==> src/verilog/aic_pkg.sv <==
// constants and types shared by the converter serial slave interface
`default_nettype none
package aic_pkg;
	localparam int unsigned CLK_HZ        = 125_000_000;
	localparam int unsigned MOD_HZ_NORMAL = 256_000;
	localparam int unsigned MOD_HZ_TURBO  = 512_000;
	localparam int unsigned MOD_DIV_NORMAL = CLK_HZ / MOD_HZ_NORMAL;
	localparam int unsigned MOD_DIV_TURBO  = CLK_HZ / MOD_HZ_TURBO;
	localparam int unsigned TMO_NORMAL_PERIODS = 14000;
	localparam int unsigned TMO_TURBO_PERIODS  = 28000;
	localparam int unsigned READY_RELEASE_CYCLES = 64;

	localparam logic [2:0] ADDR_PREFIX   = 3'h4;
	localparam logic [6:0] GC_ADDR       = 7'h00;
	localparam logic [7:0] GC_RESET_BYTE = 8'h06;
	localparam logic [3:0] BYTE_BITS     = 4'h8;

	localparam logic [1:0] TIE_GROUND = 2'h0;
	localparam logic [1:0] TIE_SUPPLY = 2'h1;
	localparam logic [1:0] TIE_SDA    = 2'h2;
	localparam logic [1:0] TIE_SCL    = 2'h3;

	localparam int unsigned PIN_SDA = 0;
	localparam int unsigned PIN_SCL = 1;
	localparam int unsigned PIN_ALO = 2;
	localparam int unsigned PIN_AHI = 4;
	localparam int unsigned PIN_W   = 6;

	localparam int unsigned RAW_W = 18;
	localparam logic signed [RAW_W-1:0] RAW_MAX = 18'sh07FFF;
	localparam logic signed [RAW_W-1:0] RAW_MIN = -18'sh08000;
	localparam logic [15:0] CODE_MAX = 16'h7FFF;
	localparam logic [15:0] CODE_MIN = 16'h8000;
	localparam logic [15:0] IDLE_WORD = 16'hFFFF;

	typedef enum logic [2:0] {
		ST_IDLE, ST_ADDR, ST_ADDR_ACK, ST_RX, ST_RX_ACK, ST_TX, ST_TX_ACK, ST_IGNORE
	} aic_state_t;

	// raw sample counts one code step per unit
	function automatic logic [15:0] aic_saturate(input logic signed [RAW_W-1:0] raw);
		if (raw >= RAW_MAX)
			return CODE_MAX;
		else if (raw <= RAW_MIN)
			return CODE_MIN;
		else
			return raw[15:0];
	endfunction : aic_saturate
endpackage : aic_pkg
`default_nettype wire

==> src/verilog/aic_ready_if.sv <==
// handshake between serial core and conversion-ready driver
`timescale 1ns/10ps
`default_nettype none
interface aic_ready_if;
	logic new_result;
	logic latched;
	logic soft_reset;
	logic continuous;
	logic ready_oe;
	modport core  (output new_result, output latched, output soft_reset, output continuous, input ready_oe);
	modport ready (input new_result, input latched, input soft_reset, input continuous, output ready_oe);
endinterface : aic_ready_if
`default_nettype wire

==> src/verilog/aic_i2c_slave.sv <==
// two-wire serial slave interface of the delta-sigma converter
`timescale 1ns/10ps
`default_nettype none
module aic_i2c_slave #(
	parameter int unsigned TMO_NORMAL     = aic_pkg::TMO_NORMAL_PERIODS,
	parameter int unsigned TMO_TURBO      = aic_pkg::TMO_TURBO_PERIODS,
	parameter int unsigned DIV_NORMAL     = aic_pkg::MOD_DIV_NORMAL,
	parameter int unsigned DIV_TURBO      = aic_pkg::MOD_DIV_TURBO,
	parameter int unsigned RELEASE_CYCLES = aic_pkg::READY_RELEASE_CYCLES
) (
	input  wire logic                                sys_clk,
	input  wire logic                                rst_b,
	input  wire logic                                scl_in,
	input  wire logic                                sda_in,
	output var  logic                                sda_out,
	output var  logic                                sda_oe,
	input  wire logic [1:0]                          addr_select_low_pin,
	input  wire logic [1:0]                          addr_select_high_pin,
	input  wire logic                                turbo_mode,
	input  wire logic                                continuous_mode,
	input  wire logic                                result_valid,
	input  wire logic signed [aic_pkg::RAW_W-1:0]    result_raw,
	output var  logic [7:0]                          rx_byte,
	output var  logic                                rx_valid,
	output var  logic                                soft_reset,
	output var  logic                                bus_busy,
	output var  logic                                timeout_reset,
	output var  logic                                conversion_ready_n_out,
	output var  logic                                conversion_ready_n_oe
);
	import aic_pkg::*;

	initial begin
		if (TMO_NORMAL < 2 || TMO_NORMAL > 32767 || TMO_TURBO < 2 || TMO_TURBO > 32767)
			$error("timeout period count out of range");
		if (DIV_NORMAL < 2 || DIV_NORMAL > 65535 || DIV_TURBO < 2 || DIV_TURBO > 65535)
			$error("modulator divider out of range");
	end

	typedef struct packed {
		logic [2:0][PIN_W-1:0] pins_s;
		logic [PIN_W-1:0]      pins;
		logic [PIN_W-1:0]      pins_d;
		aic_state_t            st;
		logic [3:0]            bcnt;
		logic [7:0]            shift;
		logic                  rw;
		logic                  gc;
		logic                  gc_first;
		logic                  nack;
		logic [6:0]            my_addr;
		logic [15:0]           hold;
		logic [15:0]           tx;
		logic                  sda_oe;
		logic [7:0]            rx_byte;
		logic                  rx_valid;
		logic                  soft_reset;
		logic                  latched;
		logic                  new_result;
		logic                  busy;
		logic [15:0]           div;
		logic                  tick;
		logic [14:0]           tmo;
		logic                  timeout;
		logic                  rdy_oe;
	} aic_core_state_t;

	aic_core_state_t s, next_s;
	aic_ready_if     rdy_if ();

	logic scl;
	logic sda;
	logic scl_rise;
	logic scl_fall;
	logic start_cond;
	logic stop_cond;
	logic [6:0] pin_addr;

	assign scl        = s.pins[PIN_SCL];
	assign sda        = s.pins[PIN_SDA];
	assign scl_rise   = scl && !s.pins_d[PIN_SCL];
	assign scl_fall   = !scl && s.pins_d[PIN_SCL];
	assign start_cond = scl && s.pins_d[PIN_SCL] && !sda && s.pins_d[PIN_SDA];
	assign stop_cond  = scl && s.pins_d[PIN_SCL] && sda && !s.pins_d[PIN_SDA];
	// strap codes decide the low address bits
	assign pin_addr   = {ADDR_PREFIX, s.pins[PIN_AHI +: 2], s.pins[PIN_ALO +: 2]};

	always_comb begin
		next_s            = s;
		next_s.rx_valid   = 1'b0;
		next_s.soft_reset = 1'b0;
		next_s.latched    = 1'b0;
		next_s.new_result = 1'b0;
		next_s.timeout    = 1'b0;
		next_s.tick       = 1'b0;
		next_s.rdy_oe     = rdy_if.ready_oe;

		// pins pass three flops; a level counts once the last two agree
		next_s.pins_s = {s.pins_s[1:0], {addr_select_high_pin, addr_select_low_pin, scl_in, sda_in}};
		for (int i = 0; i < PIN_W; i++) begin
			if (s.pins_s[1][i] == s.pins_s[2][i])
				next_s.pins[i] = s.pins_s[2][i];
		end
		next_s.pins_d = s.pins;

		// modulator period enable; turbo halves the period
		if (s.div >= 16'((turbo_mode ? DIV_TURBO : DIV_NORMAL) - 1)) begin
			next_s.div  = 16'h0000;
			next_s.tick = 1'b1;
		end else begin
			next_s.div = s.div + 16'h0001;
		end

		if (result_valid) begin
			next_s.hold       = aic_saturate(result_raw);
			next_s.new_result = 1'b1;
		end

		// the serial data line is only ever driven low
		unique case (s.st)
			ST_IDLE: begin
				next_s.sda_oe = 1'b0;
			end
			ST_ADDR: begin
				if (scl_rise) begin
					next_s.shift = {s.shift[6:0], sda};
					next_s.bcnt  = s.bcnt + 4'h1;
				end
				if (scl_fall && s.bcnt == 4'h0)
					next_s.my_addr = pin_addr;
				if (scl_fall && s.bcnt == BYTE_BITS) begin
					next_s.rw = s.shift[0];
					if (s.shift[7:1] == s.my_addr) begin
						next_s.sda_oe = 1'b1;
						next_s.gc     = 1'b0;
						next_s.st     = ST_ADDR_ACK;
						if (s.shift[0]) begin
							next_s.tx      = s.hold;
							next_s.latched = 1'b1;
						end
					end else if (s.shift[7:1] == GC_ADDR && !s.shift[0]) begin
						next_s.sda_oe   = 1'b1;
						next_s.gc       = 1'b1;
						next_s.gc_first = 1'b1;
						next_s.st       = ST_ADDR_ACK;
					end else begin
						next_s.st = ST_IGNORE;
					end
				end
			end
			ST_ADDR_ACK: begin
				if (scl_fall) begin
					next_s.bcnt = 4'h0;
					if (s.rw) begin
						next_s.sda_oe = !s.tx[15];
						next_s.st     = ST_TX;
					end else begin
						next_s.sda_oe = 1'b0;
						next_s.st     = ST_RX;
					end
				end
			end
			ST_RX: begin
				if (scl_rise) begin
					next_s.shift = {s.shift[6:0], sda};
					next_s.bcnt  = s.bcnt + 4'h1;
				end
				if (scl_fall && s.bcnt == BYTE_BITS) begin
					next_s.sda_oe = 1'b1;
					next_s.st     = ST_RX_ACK;
					if (s.gc) begin
						next_s.gc_first = 1'b0;
						if (s.gc_first && s.shift == GC_RESET_BYTE)
							next_s.soft_reset = 1'b1;
					end else begin
						next_s.rx_byte  = s.shift;
						next_s.rx_valid = 1'b1;
					end
				end
			end
			ST_RX_ACK: begin
				if (scl_fall) begin
					next_s.sda_oe = 1'b0;
					next_s.bcnt   = 4'h0;
					next_s.st     = ST_RX;
				end
			end
			ST_TX: begin
				if (scl_rise)
					next_s.bcnt = s.bcnt + 4'h1;
				if (scl_fall) begin
					if (s.bcnt == BYTE_BITS) begin
						next_s.sda_oe = 1'b0;
						next_s.st     = ST_TX_ACK;
						next_s.tx     = {s.tx[14:0], 1'b1};
					end else begin
						next_s.tx     = {s.tx[14:0], 1'b1};
						next_s.sda_oe = !s.tx[14];
					end
				end
			end
			ST_TX_ACK: begin
				// master acks a byte to read on; a nack ends the read
				if (scl_rise)
					next_s.nack = sda;
				if (scl_fall) begin
					next_s.bcnt = 4'h0;
					if (s.nack) begin
						next_s.st = ST_IGNORE;
					end else begin
						next_s.sda_oe = !s.tx[15];
						next_s.st     = ST_TX;
					end
				end
			end
			ST_IGNORE: begin
				next_s.sda_oe = 1'b0;
			end
		endcase

		// idle limit counted in modulator periods
		if (s.st == ST_IDLE || scl_rise || scl_fall) begin
			next_s.tmo = 15'h0000;
		end else if (s.tick) begin
			if (s.tmo >= 15'((turbo_mode ? TMO_TURBO : TMO_NORMAL) - 1)) begin
				next_s.tmo     = 15'h0000;
				next_s.timeout = 1'b1;
				next_s.st      = ST_IDLE;
				next_s.sda_oe  = 1'b0;
				next_s.busy    = 1'b0;
			end else begin
				next_s.tmo = s.tmo + 15'h0001;
			end
		end

		// start and stop override any bit in flight
		if (start_cond) begin
			next_s.st      = ST_ADDR;
			next_s.bcnt    = 4'h0;
			next_s.sda_oe  = 1'b0;
			next_s.busy    = 1'b1;
			next_s.my_addr = pin_addr;
			next_s.tmo     = 15'h0000;
		end else if (stop_cond) begin
			next_s.st     = ST_IDLE;
			next_s.sda_oe = 1'b0;
			next_s.busy   = 1'b0;
		end

		// general-call reset clears the held result and the transmit word
		if (s.soft_reset) begin
			next_s.hold = '0;
			next_s.tx   = '0;
		end
	end

	always_ff @(posedge sys_clk or negedge rst_b) begin
		if (!rst_b)
			s <= '0;
		else
			s <= next_s;
	end

	assign rdy_if.new_result = s.new_result;
	assign rdy_if.latched    = s.latched;
	assign rdy_if.soft_reset = s.soft_reset;
	assign rdy_if.continuous = continuous_mode;

	aic_ready #(
		.RELEASE_CYCLES (RELEASE_CYCLES)
	) u_ready (
		.sys_clk (sys_clk),
		.rst_b   (rst_b),
		.rdy     (rdy_if.ready)
	);

	// no clock output exists: the master owns every clock pulse
	// rates to 1 Mbps leave over 40 samples per clock phase
	assign sda_out                = 1'b0;
	assign sda_oe                 = s.sda_oe;
	assign rx_byte                = s.rx_byte;
	assign rx_valid               = s.rx_valid;
	assign soft_reset             = s.soft_reset;
	assign bus_busy               = s.busy;
	assign timeout_reset          = s.timeout;
	assign conversion_ready_n_out = 1'b0;
	assign conversion_ready_n_oe  = s.rdy_oe;
endmodule : aic_i2c_slave
`default_nettype wire

==> src/verilog/aic_ready.sv <==
// open-drain conversion-ready driver with release pulse
`timescale 1ns/10ps
`default_nettype none
module aic_ready #(
	parameter int unsigned RELEASE_CYCLES = aic_pkg::READY_RELEASE_CYCLES
) (
	input  wire logic  sys_clk,
	input  wire logic  rst_b,
	aic_ready_if.ready rdy
);
	import aic_pkg::*;

	initial begin
		if (RELEASE_CYCLES < 1 || RELEASE_CYCLES > 65535)
			$error("release width out of range");
	end

	typedef struct packed {
		logic        ready_oe;
		logic        releasing;
		logic [15:0] cnt;
	} aic_rdy_state_t;

	aic_rdy_state_t r, next_r;

	always_comb begin
		next_r = r;
		if (r.releasing) begin
			if (r.cnt == 16'h0000) begin
				next_r.releasing = 1'b0;
				next_r.ready_oe  = 1'b1;
			end else begin
				next_r.cnt = r.cnt - 16'h0001;
			end
		end
		if (rdy.latched || rdy.soft_reset) begin
			next_r.ready_oe  = 1'b0;
			next_r.releasing = 1'b0;
		end
		// a new result beats a latch in the same cycle; only a soft reset in that cycle drops it
		if (rdy.new_result && !rdy.soft_reset) begin
			if (r.ready_oe && rdy.continuous && !rdy.latched) begin
				next_r.ready_oe  = 1'b0;
				next_r.releasing = 1'b1;
				next_r.cnt       = 16'(RELEASE_CYCLES - 1);
			end else begin
				next_r.ready_oe  = 1'b1;
				next_r.releasing = 1'b0;
			end
		end
	end

	always_ff @(posedge sys_clk or negedge rst_b) begin
		if (!rst_b)
			r <= '0;
		else
			r <= next_r;
	end

	assign rdy.ready_oe = r.ready_oe;
endmodule : aic_ready
`default_nettype wire

==> config.mk <==
export PLATFORM = sky130hd
export DESIGN_NAME = aic_i2c_slave
export DESIGN_NICKNAME = d
export VERILOG_FILES = /design/src/verilog/aic_pkg.sv /design/src/verilog/aic_ready_if.sv /design/src/verilog/aic_i2c_slave.sv /design/src/verilog/aic_ready.sv
export SDC_FILE = /design/constraint.sdc
export NUM_CORES = 1
export LEC_CHECK = 0
export BUFFER_PORTS_ARGS = -buffer_cell sky130_fd_sc_hd__clkbuf_2
export CAP_MARGIN = 30
export CORE_ASPECT_RATIO = 1.4
export CORE_MARGIN = 2
export CORE_UTILIZATION = 55
export CTS_CLUSTER_DIAMETER = 80
export DETAILED_ROUTE_END_ITERATION = 8
export GPL_ROUTABILITY_DRIVEN = 0
export PLACE_DENSITY = 0.79
export SKIP_LAST_GASP = 1
export SLEW_MARGIN = 20
export SYNTH_ARGS = -nofsm -noshare
export SYNTH_HDL_FRONTEND = slang
export SYNTH_SLANG_ARGS = --single-unit
==> constraint.sdc <==
create_clock -name sys_clk -period 2.8 [get_ports sys_clk]
set_input_delay 0.28 -clock sys_clk [delete_from_list [all_inputs] [get_ports sys_clk]]
set_output_delay 0.28 -clock sys_clk [all_outputs]
set_load 0.05 [all_outputs]
==> results of run 1 <==
-- power breakdown --
group	leakage (nW)	switching (mW)	internal [mW]
combinational	1.35	0.603	0.485
clock	0.276	0.961	1.26
sequential	1.87	0.313	2.43
-- worst max-delay path: stages, from the launching register on --
cell	delay [ns]
dfrtp_1	0.44
or4_4	0.58
or4_1	0.64
o311ai_4	0.51
nor3_1	0.12
xnor2_1	0.18
nor2_1	0.08
-- metal layers --
metal | wire length (um) | share of wire (%) | vias to the layer above | global-route usage [%]
met5 | 0 | 0 | - | 0
met4 | 180 | 1.4 | 0 | 7.330
met3 | 545 | 4.2 | 18 | 5.331
met2 | 6836 | 52 | 107 | 36.55
met1 | 5460 | 42 | 2488 | 26.07
li1 | - | - | 2378 | -
-- final cells by class --
class | instances | area, um2
clock buffers | 17 | 425.4
clock inverters | 15 | 157.7
fillers | 924 | 4094
inverters | 10 | 37.54
multi-input cells | 445 | 2883
flip-flops and latches | 148 | 3704
well taps | 147 | 183.9
repair buffers | 62 | 394.1
-- sequential cells by signal (all words and copies together) (netlist names), 8 cells and up --
register   cells
next_s        18
rx_byte        8
s             96
u_ready.r     17
-- cell usage in the layout (no fill, tap or decap), types with 3 or more instances in the layout --
cell / count
nor3_1: 18
inv_1: 10
nor4_1: 13
mux2_2: 23
clkbuf_16: 17
inv_6: 6
nand3_1: 24
clkbuf_2: 41
nand3b_1: 3
a31oi_1: 13
or3_1: 10
nand4_1: 7
nand2b_1: 14
nand2_1: 49
buf_4: 11
a211oi_1: 3
xor2_1: 8
maj3_1: 6
ha_1: 17
a21oi_1: 33
nor2_1: 57
inv_8: 4
o2bb2ai_1: 15
conb_1: 8
dfrtp_1: 148
clkinvlp_4: 4
a22o_1: 3
and3_1: 11
o21ai_0: 32
nor2b_1: 5
a21o_1: 3
a22oi_1: 16
dlygate4sd3_1: 7
xnor2_1: 15
-- per-stage QoR --
stage	std cells	worst slack, ns	area, um2
floorplan	636	0.4352	6777
global route	844	0.001587	7785
global placement	804	0.2593	7119
detailed placement	805	0.2123	7132
CTS	844	0.1536	7785
finish	844	0.1311	7785
-- logic make-up after synthesis --
group           count (synthesis)
simple gates                  222
flops                         148
compound gates                144
buf+inv                        43
mux                            25
fa+ha+maj                      23
xor+xnor                       23
other cells                     1
-- how the worst max path moves through the flow --
| stage | cells after the start | slack (ns) | to |
|---|---|---|---|
| after floorplan | 8 | 0.44 | s[5] |
| after global placement | 6 | 0.26 | u_ready.r[5] |
| after detailed placement | 6 | 0.21 | u_ready.r[14] |
| after CTS | 6 | 0.15 | u_ready.r[13] |
| after global routing | 6 | 0.002 | u_ready.r[13] |
| final | 6 | 0.13 | u_ready.r[13] |
==> results.json, run 1 <==
{
  "outcome": "complete, no violations",
  "crit_arrival_ns": 2.97,
  "drtPass1Iterations": 5,
  "slew_violations": 0,
  "hold_viol_final": 0,
  "tightest_slew_ns": 0.9105,
  "start_kind": "flip-flop",
  "totalWireLength_um": 13020,
  "cp-end-kind": "flip-flop",
  "drive_gt1_share_pct": 17.22,
  "viasPerCell": 5.914,
  "port_buffers": 42,
  "htreeDepth": 4,
  "grt_max_degree": 75,
  "drt.antenna.violating_nets": 0,
  "r2r_end": "u_ready.r[13]",
  "pin_count": 45,
  "drt_iter0_drc": 424,
  "ff2ff_setup_slack_ns": 0.13,
  "clk_path_buf_depth": 2,
  "crit_required_ns": 3.10,
  "finalCritPeriodShare_pct": 95.32,
  "yosysTopAreaCell": "dfrtp_1",
  "cts_resized": 0,
  "synth-simple-area-share_pct": 16.37,
  "yosysUniqueCellTypes": 59,
  "ys_ff_latch": 148,
  "worstHoldPathType": "in2reg",
  "p_leak_nw": 3.491,
  "fin_nets": 730,
  "timing.final.crit_period_ns": 2.669,
  "start_util_pct": 56.83,
  "grt_pass1_vias": 4947,
  "synth_edf_count": 0,
  "die_x_um": 97.63,
  "synth_commonest_cells": "148 x dfrtp_1, 57 x nor2_1, 49 x nand2_1",
  "cts_root_buffer": "clkbuf_16",
  "rows": 47,
  "clock_sinks": 148,
  "fin_skew_ns": 0.007230,
  "ys_warn_count": 0,
  "antenna_found_initial": 0,
  "syn_inst": 629,
  "grt_first_pass_wirelength_um": 22760,
  "utilization_pct": 65.54,
  "die_area_um2": 13190,
  "synth_compound_area_share_pct": 14.49,
  "synth_adder_area_share_pct": 4.041,
  "critPathMaxFanout": 10,
  "worstSetupPathType": "reg2reg",
  "synth_top_area_share_pct": 54.87,
  "worst_hold_slack_ns": 0.06816,
  "cts_hold_buf": 7,
  "cp-startpoint": "u_ready.r[3]",
  "setup_viol": 0,
  "synth_top_family_by_area": "simple AND/OR/NAND/NOR gates",
  "timing.fmax_mhz": 374.7,
  "track_usage_pct": 21.18,
  "cts_tree": "built",
  "vias": 4991,
  "drv_cap": 0,
  "reg2reg_depth": 6,
  "synth_mux_area_share_pct": 4.133,
  "r2r-start": "u_ready.r[3]",
  "cts_setup_buffers": 0,
  "finalSetupTns_ns": 0,
  "finalPower_mw": 6.049,
  "hold_depth": 1,
  "syn_area_per_cell_um2": 10.73,
  "ys_seq_area_share_pct": 54.87,
  "numCtsBuffers": 17,
  "core-area_um2": 11880,
  "async_flop_share_pct": 100.0,
  "area_delta_synth_final_pct": 15.33,
  "synth.area.top_cells": "dfrtp_1 55%, mux2_2 3.8%, nor2_1 3.2%",
  "grt.overflow.total": 0,
  "max_slew_margin_pct": 39.08,
  "die_h_um": 135.1,
  "holdPathEnd": "rdy_if.new_result",
  "dp_hpwl_um": 9015,
  "ys.flop_type": "dfrtp_1",
  "yosysMostFrequentCell": "dfrtp_1",
  "synthXorXnorAreaFrac_pct": 2.984,
  "min-delay-start": "result_valid",
  "rsz0062_at_grt": "no",
  "power.density_nw_per_um2": 777.1,
  "wl_per_cell_um": 15.43,
  "antenna_cells": 0,
  "clk_latency_ns": 0.42,
  "clkTransAtPathRegs_ns": 0.06,
  "ir_drop_mv": 0.5551,
  "syn_area_um2": 6750,
  "drc": 0
}
No activity file was read; power rests on OpenSTA's default activity.
==> run 2: changes to the inputs <==
--- a/config.mk
+++ b/config.mk
@@ -13,7 +13,7 @@
 export CTS_CLUSTER_DIAMETER = 80
 export DETAILED_ROUTE_END_ITERATION = 8
 export GPL_ROUTABILITY_DRIVEN = 0
-export PLACE_DENSITY = 0.79
+export PLACE_DENSITY = 0.73
 export SKIP_LAST_GASP = 1
 export SLEW_MARGIN = 20
 export SYNTH_ARGS = -nofsm -noshare
==> run 2 against run 1 <==
Net effect: combinational power is 4% higher; critical path depth is the same; register-to-register slack about the same; first-iteration DRC count down 33%; maximum frequency grew 0.47%; sequential power hardly changed; final cell count is 0.47% higher; clock-buffer cell count grew 1; worst hold slack worse by 0.014 ns; critical endpoint is now u_ready.r[8]; largest power group unchanged.
==> results.json, run 2 (synthesis results as in run 1) <==
{
  "totalWireLength_um": 13180,
  "slew_violations": 0,
  "die_area_um2": 13190,
  "area_delta_synth_final_pct": 16.44,
  "wl_per_cell_um": 15.54,
  "finalCritPeriodShare_pct": 94.87,
  "clockPowerShare_pct": 38.2,
  "cp-startpoint": "u_ready.r[3]",
  "finalPower_mw": 6.225,
  "regMostFlops": "s",
  "final_cell_mix": "148 x dfrtp_1, 57 x nor2_1, 49 x nand2_1",
  "p_leak_nw": 3.534,
  "drive_gt1_share_pct": 17.69,
  "dp_hpwl_um": 8979,
  "cp-end-kind": "flip-flop",
  "finalSetupTns_ns": 0,
  "hold_depth": 1,
  "worst_hold_slack_ns": 0.05430,
  "internal-power_mw": 4.379,
  "htreeDepth": 4,
  "reg2reg_depth": 6,
  "power.density_nw_per_um2": 791.9,
  "r2r_end": "u_ready.r[8]",
  "grt_first_pass_wirelength_um": 23260,
  "track_usage_pct": 21.57,
  "drv_cap": 0,
  "worstHoldPathType": "in2reg",
  "start_util_pct": 56.83,
  "antenna_cells": 0,
  "ff2ff_setup_slack_ns": 0.14,
  "drt_iter0_drc": 282,
  "fin_skew_ns": 0.01485,
  "crit_arrival_ns": 2.95,
  "netSwitchingFraction_pct": 29.65,
  "core-area_um2": 11880,
  "seq_power_share_pct": 43.7,
  "max_slew_margin_pct": 44.47,
  "clock_sinks": 148,
  "viasPerCell": 5.844,
  "switching_power_mw": 1.846,
  "numCtsBuffers": 17,
  "start_kind": "flip-flop",
  "largest_reg_flops": 96,
  "die_x_um": 97.63,
  "grt_pass1_vias": 5128,
  "cts_tree": "built",
  "timing.fmax_mhz": 376.4,
  "drt.antenna.violating_nets": 0,
  "tightest_slew_ns": 0.8299,
  "rsz0062_at_grt": "no",
  "grt.overflow.total": 0,
  "vias": 4956,
  "ir_drop_mv": 0.5901,
  "clk_path_buf_depth": 2,
  "drc": 0,
  "antenna_found_initial": 0,
  "min-delay-start": "result_valid",
  "timing.final.crit_period_ns": 2.656,
  "r2r-start": "u_ready.r[3]",
  "setup_viol": 0,
  "grt_max_degree": 66,
  "pin_count": 45,
  "cts_root_buffer": "clkbuf_16",
  "critPathMaxFanout": 10,
  "holdPathEnd": "rdy_if.new_result",
  "hold_viol_final": 0,
  "clkTransAtPathRegs_ns": 0.06,
  "clk_latency_ns": 0.42,
  "fin_nets": 734,
  "drtPass1Iterations": 4,
  "die_h_um": 135.1,
  "combinationalPowerShare_pct": 18.1,
  "final_common_cell": "dfrtp_1",
  "cts_setup_buffers": 0,
  "worstSetupPathType": "reg2reg",
  "outcome": "complete, no violations",
  "port_buffers": 42,
  "rows": 47,
  "crit_required_ns": 3.10
}
==> run 2: layout make-up <==
class / instances / area [um2]
fill: 928 / 4019
sequential: 148 / 3704
multi-input combinational: 445 / 2882
clock buffer: 18 / 439.2
timing repair buffer: 66 / 426.7
clock inverter: 14 / 187.7
tap: 147 / 183.9
inverter: 10 / 37.54
==> run 2: worst max path at each step <==
stage / end / slack [ns] / cells past startpoint
CTS: u_ready.r[8] / 0.15 / 6
finish: u_ready.r[8] / 0.14 / 6
floorplan: s[5] / 0.44 / 8
detailed placement: u_ready.r[13] / 0.16 / 6
global route: u_ready.r[0] / 0.03 / 6
global placement: u_ready.r[5] / 0.26 / 6
==> run 2: metal layers <==
layer | vias up | share of wire [%] | global-route usage [%] | wire length, um
met4 | 0 | 1.2 | 7.793 | 160
met2 | 81 | 54 | 38.24 | 7069
li1 | 2387 | - | - | -
met1 | 2472 | 43 | 25.96 | 5619
met5 | - | 0 | 0 | 0
met3 | 16 | 2.5 | 4.658 | 333
==> run 2: worst max-delay path, cell delays in order, from the launching register on <==
cell      delay, ns
dfrtp_1        0.45
or4_4          0.58
or4_1          0.63
o311ai_4       0.51
nor3_1         0.13
xnor2_1        0.18
nor2_1         0.06
==> run 2: stage by stage <==
step | cells | area, um2 | utilization [%] | worst slack [ns]
3_5_place_dp | 809 | 7163 | 60.30 | 0.1614
4_1_cts | 848 | 7860 | 66.17 | 0.1504
5_1_grt | 848 | 7860 | 66.17 | 0.03322
2_1_floorplan | 636 | 6777 | - | 0.4352
3_3_place_gp | 809 | 7157 | 60.25 | 0.2595
6_report | 848 | 7860 | 66.17 | 0.1435
==> run 2: repair_timing <==
item | 4_1_cts | 5_1_grt
endpoints found under the setup margin | 0 | 1
hold buffers | 7 | 0
resized for setup | 0 | 0
endpoints found under the hold margin | 61 | 0
==> run 2: power groups by stage <==
stage	logic [mW]	clock network [mW]	registers, mW
finish	1.13	2.38	2.72
floorplan	0.821	0	2.69
global route	1.27	2.52	2.77
detailed placement	1.12	0	2.75
CTS	1.13	2.42	2.72
global placement	1.06	0	2.73
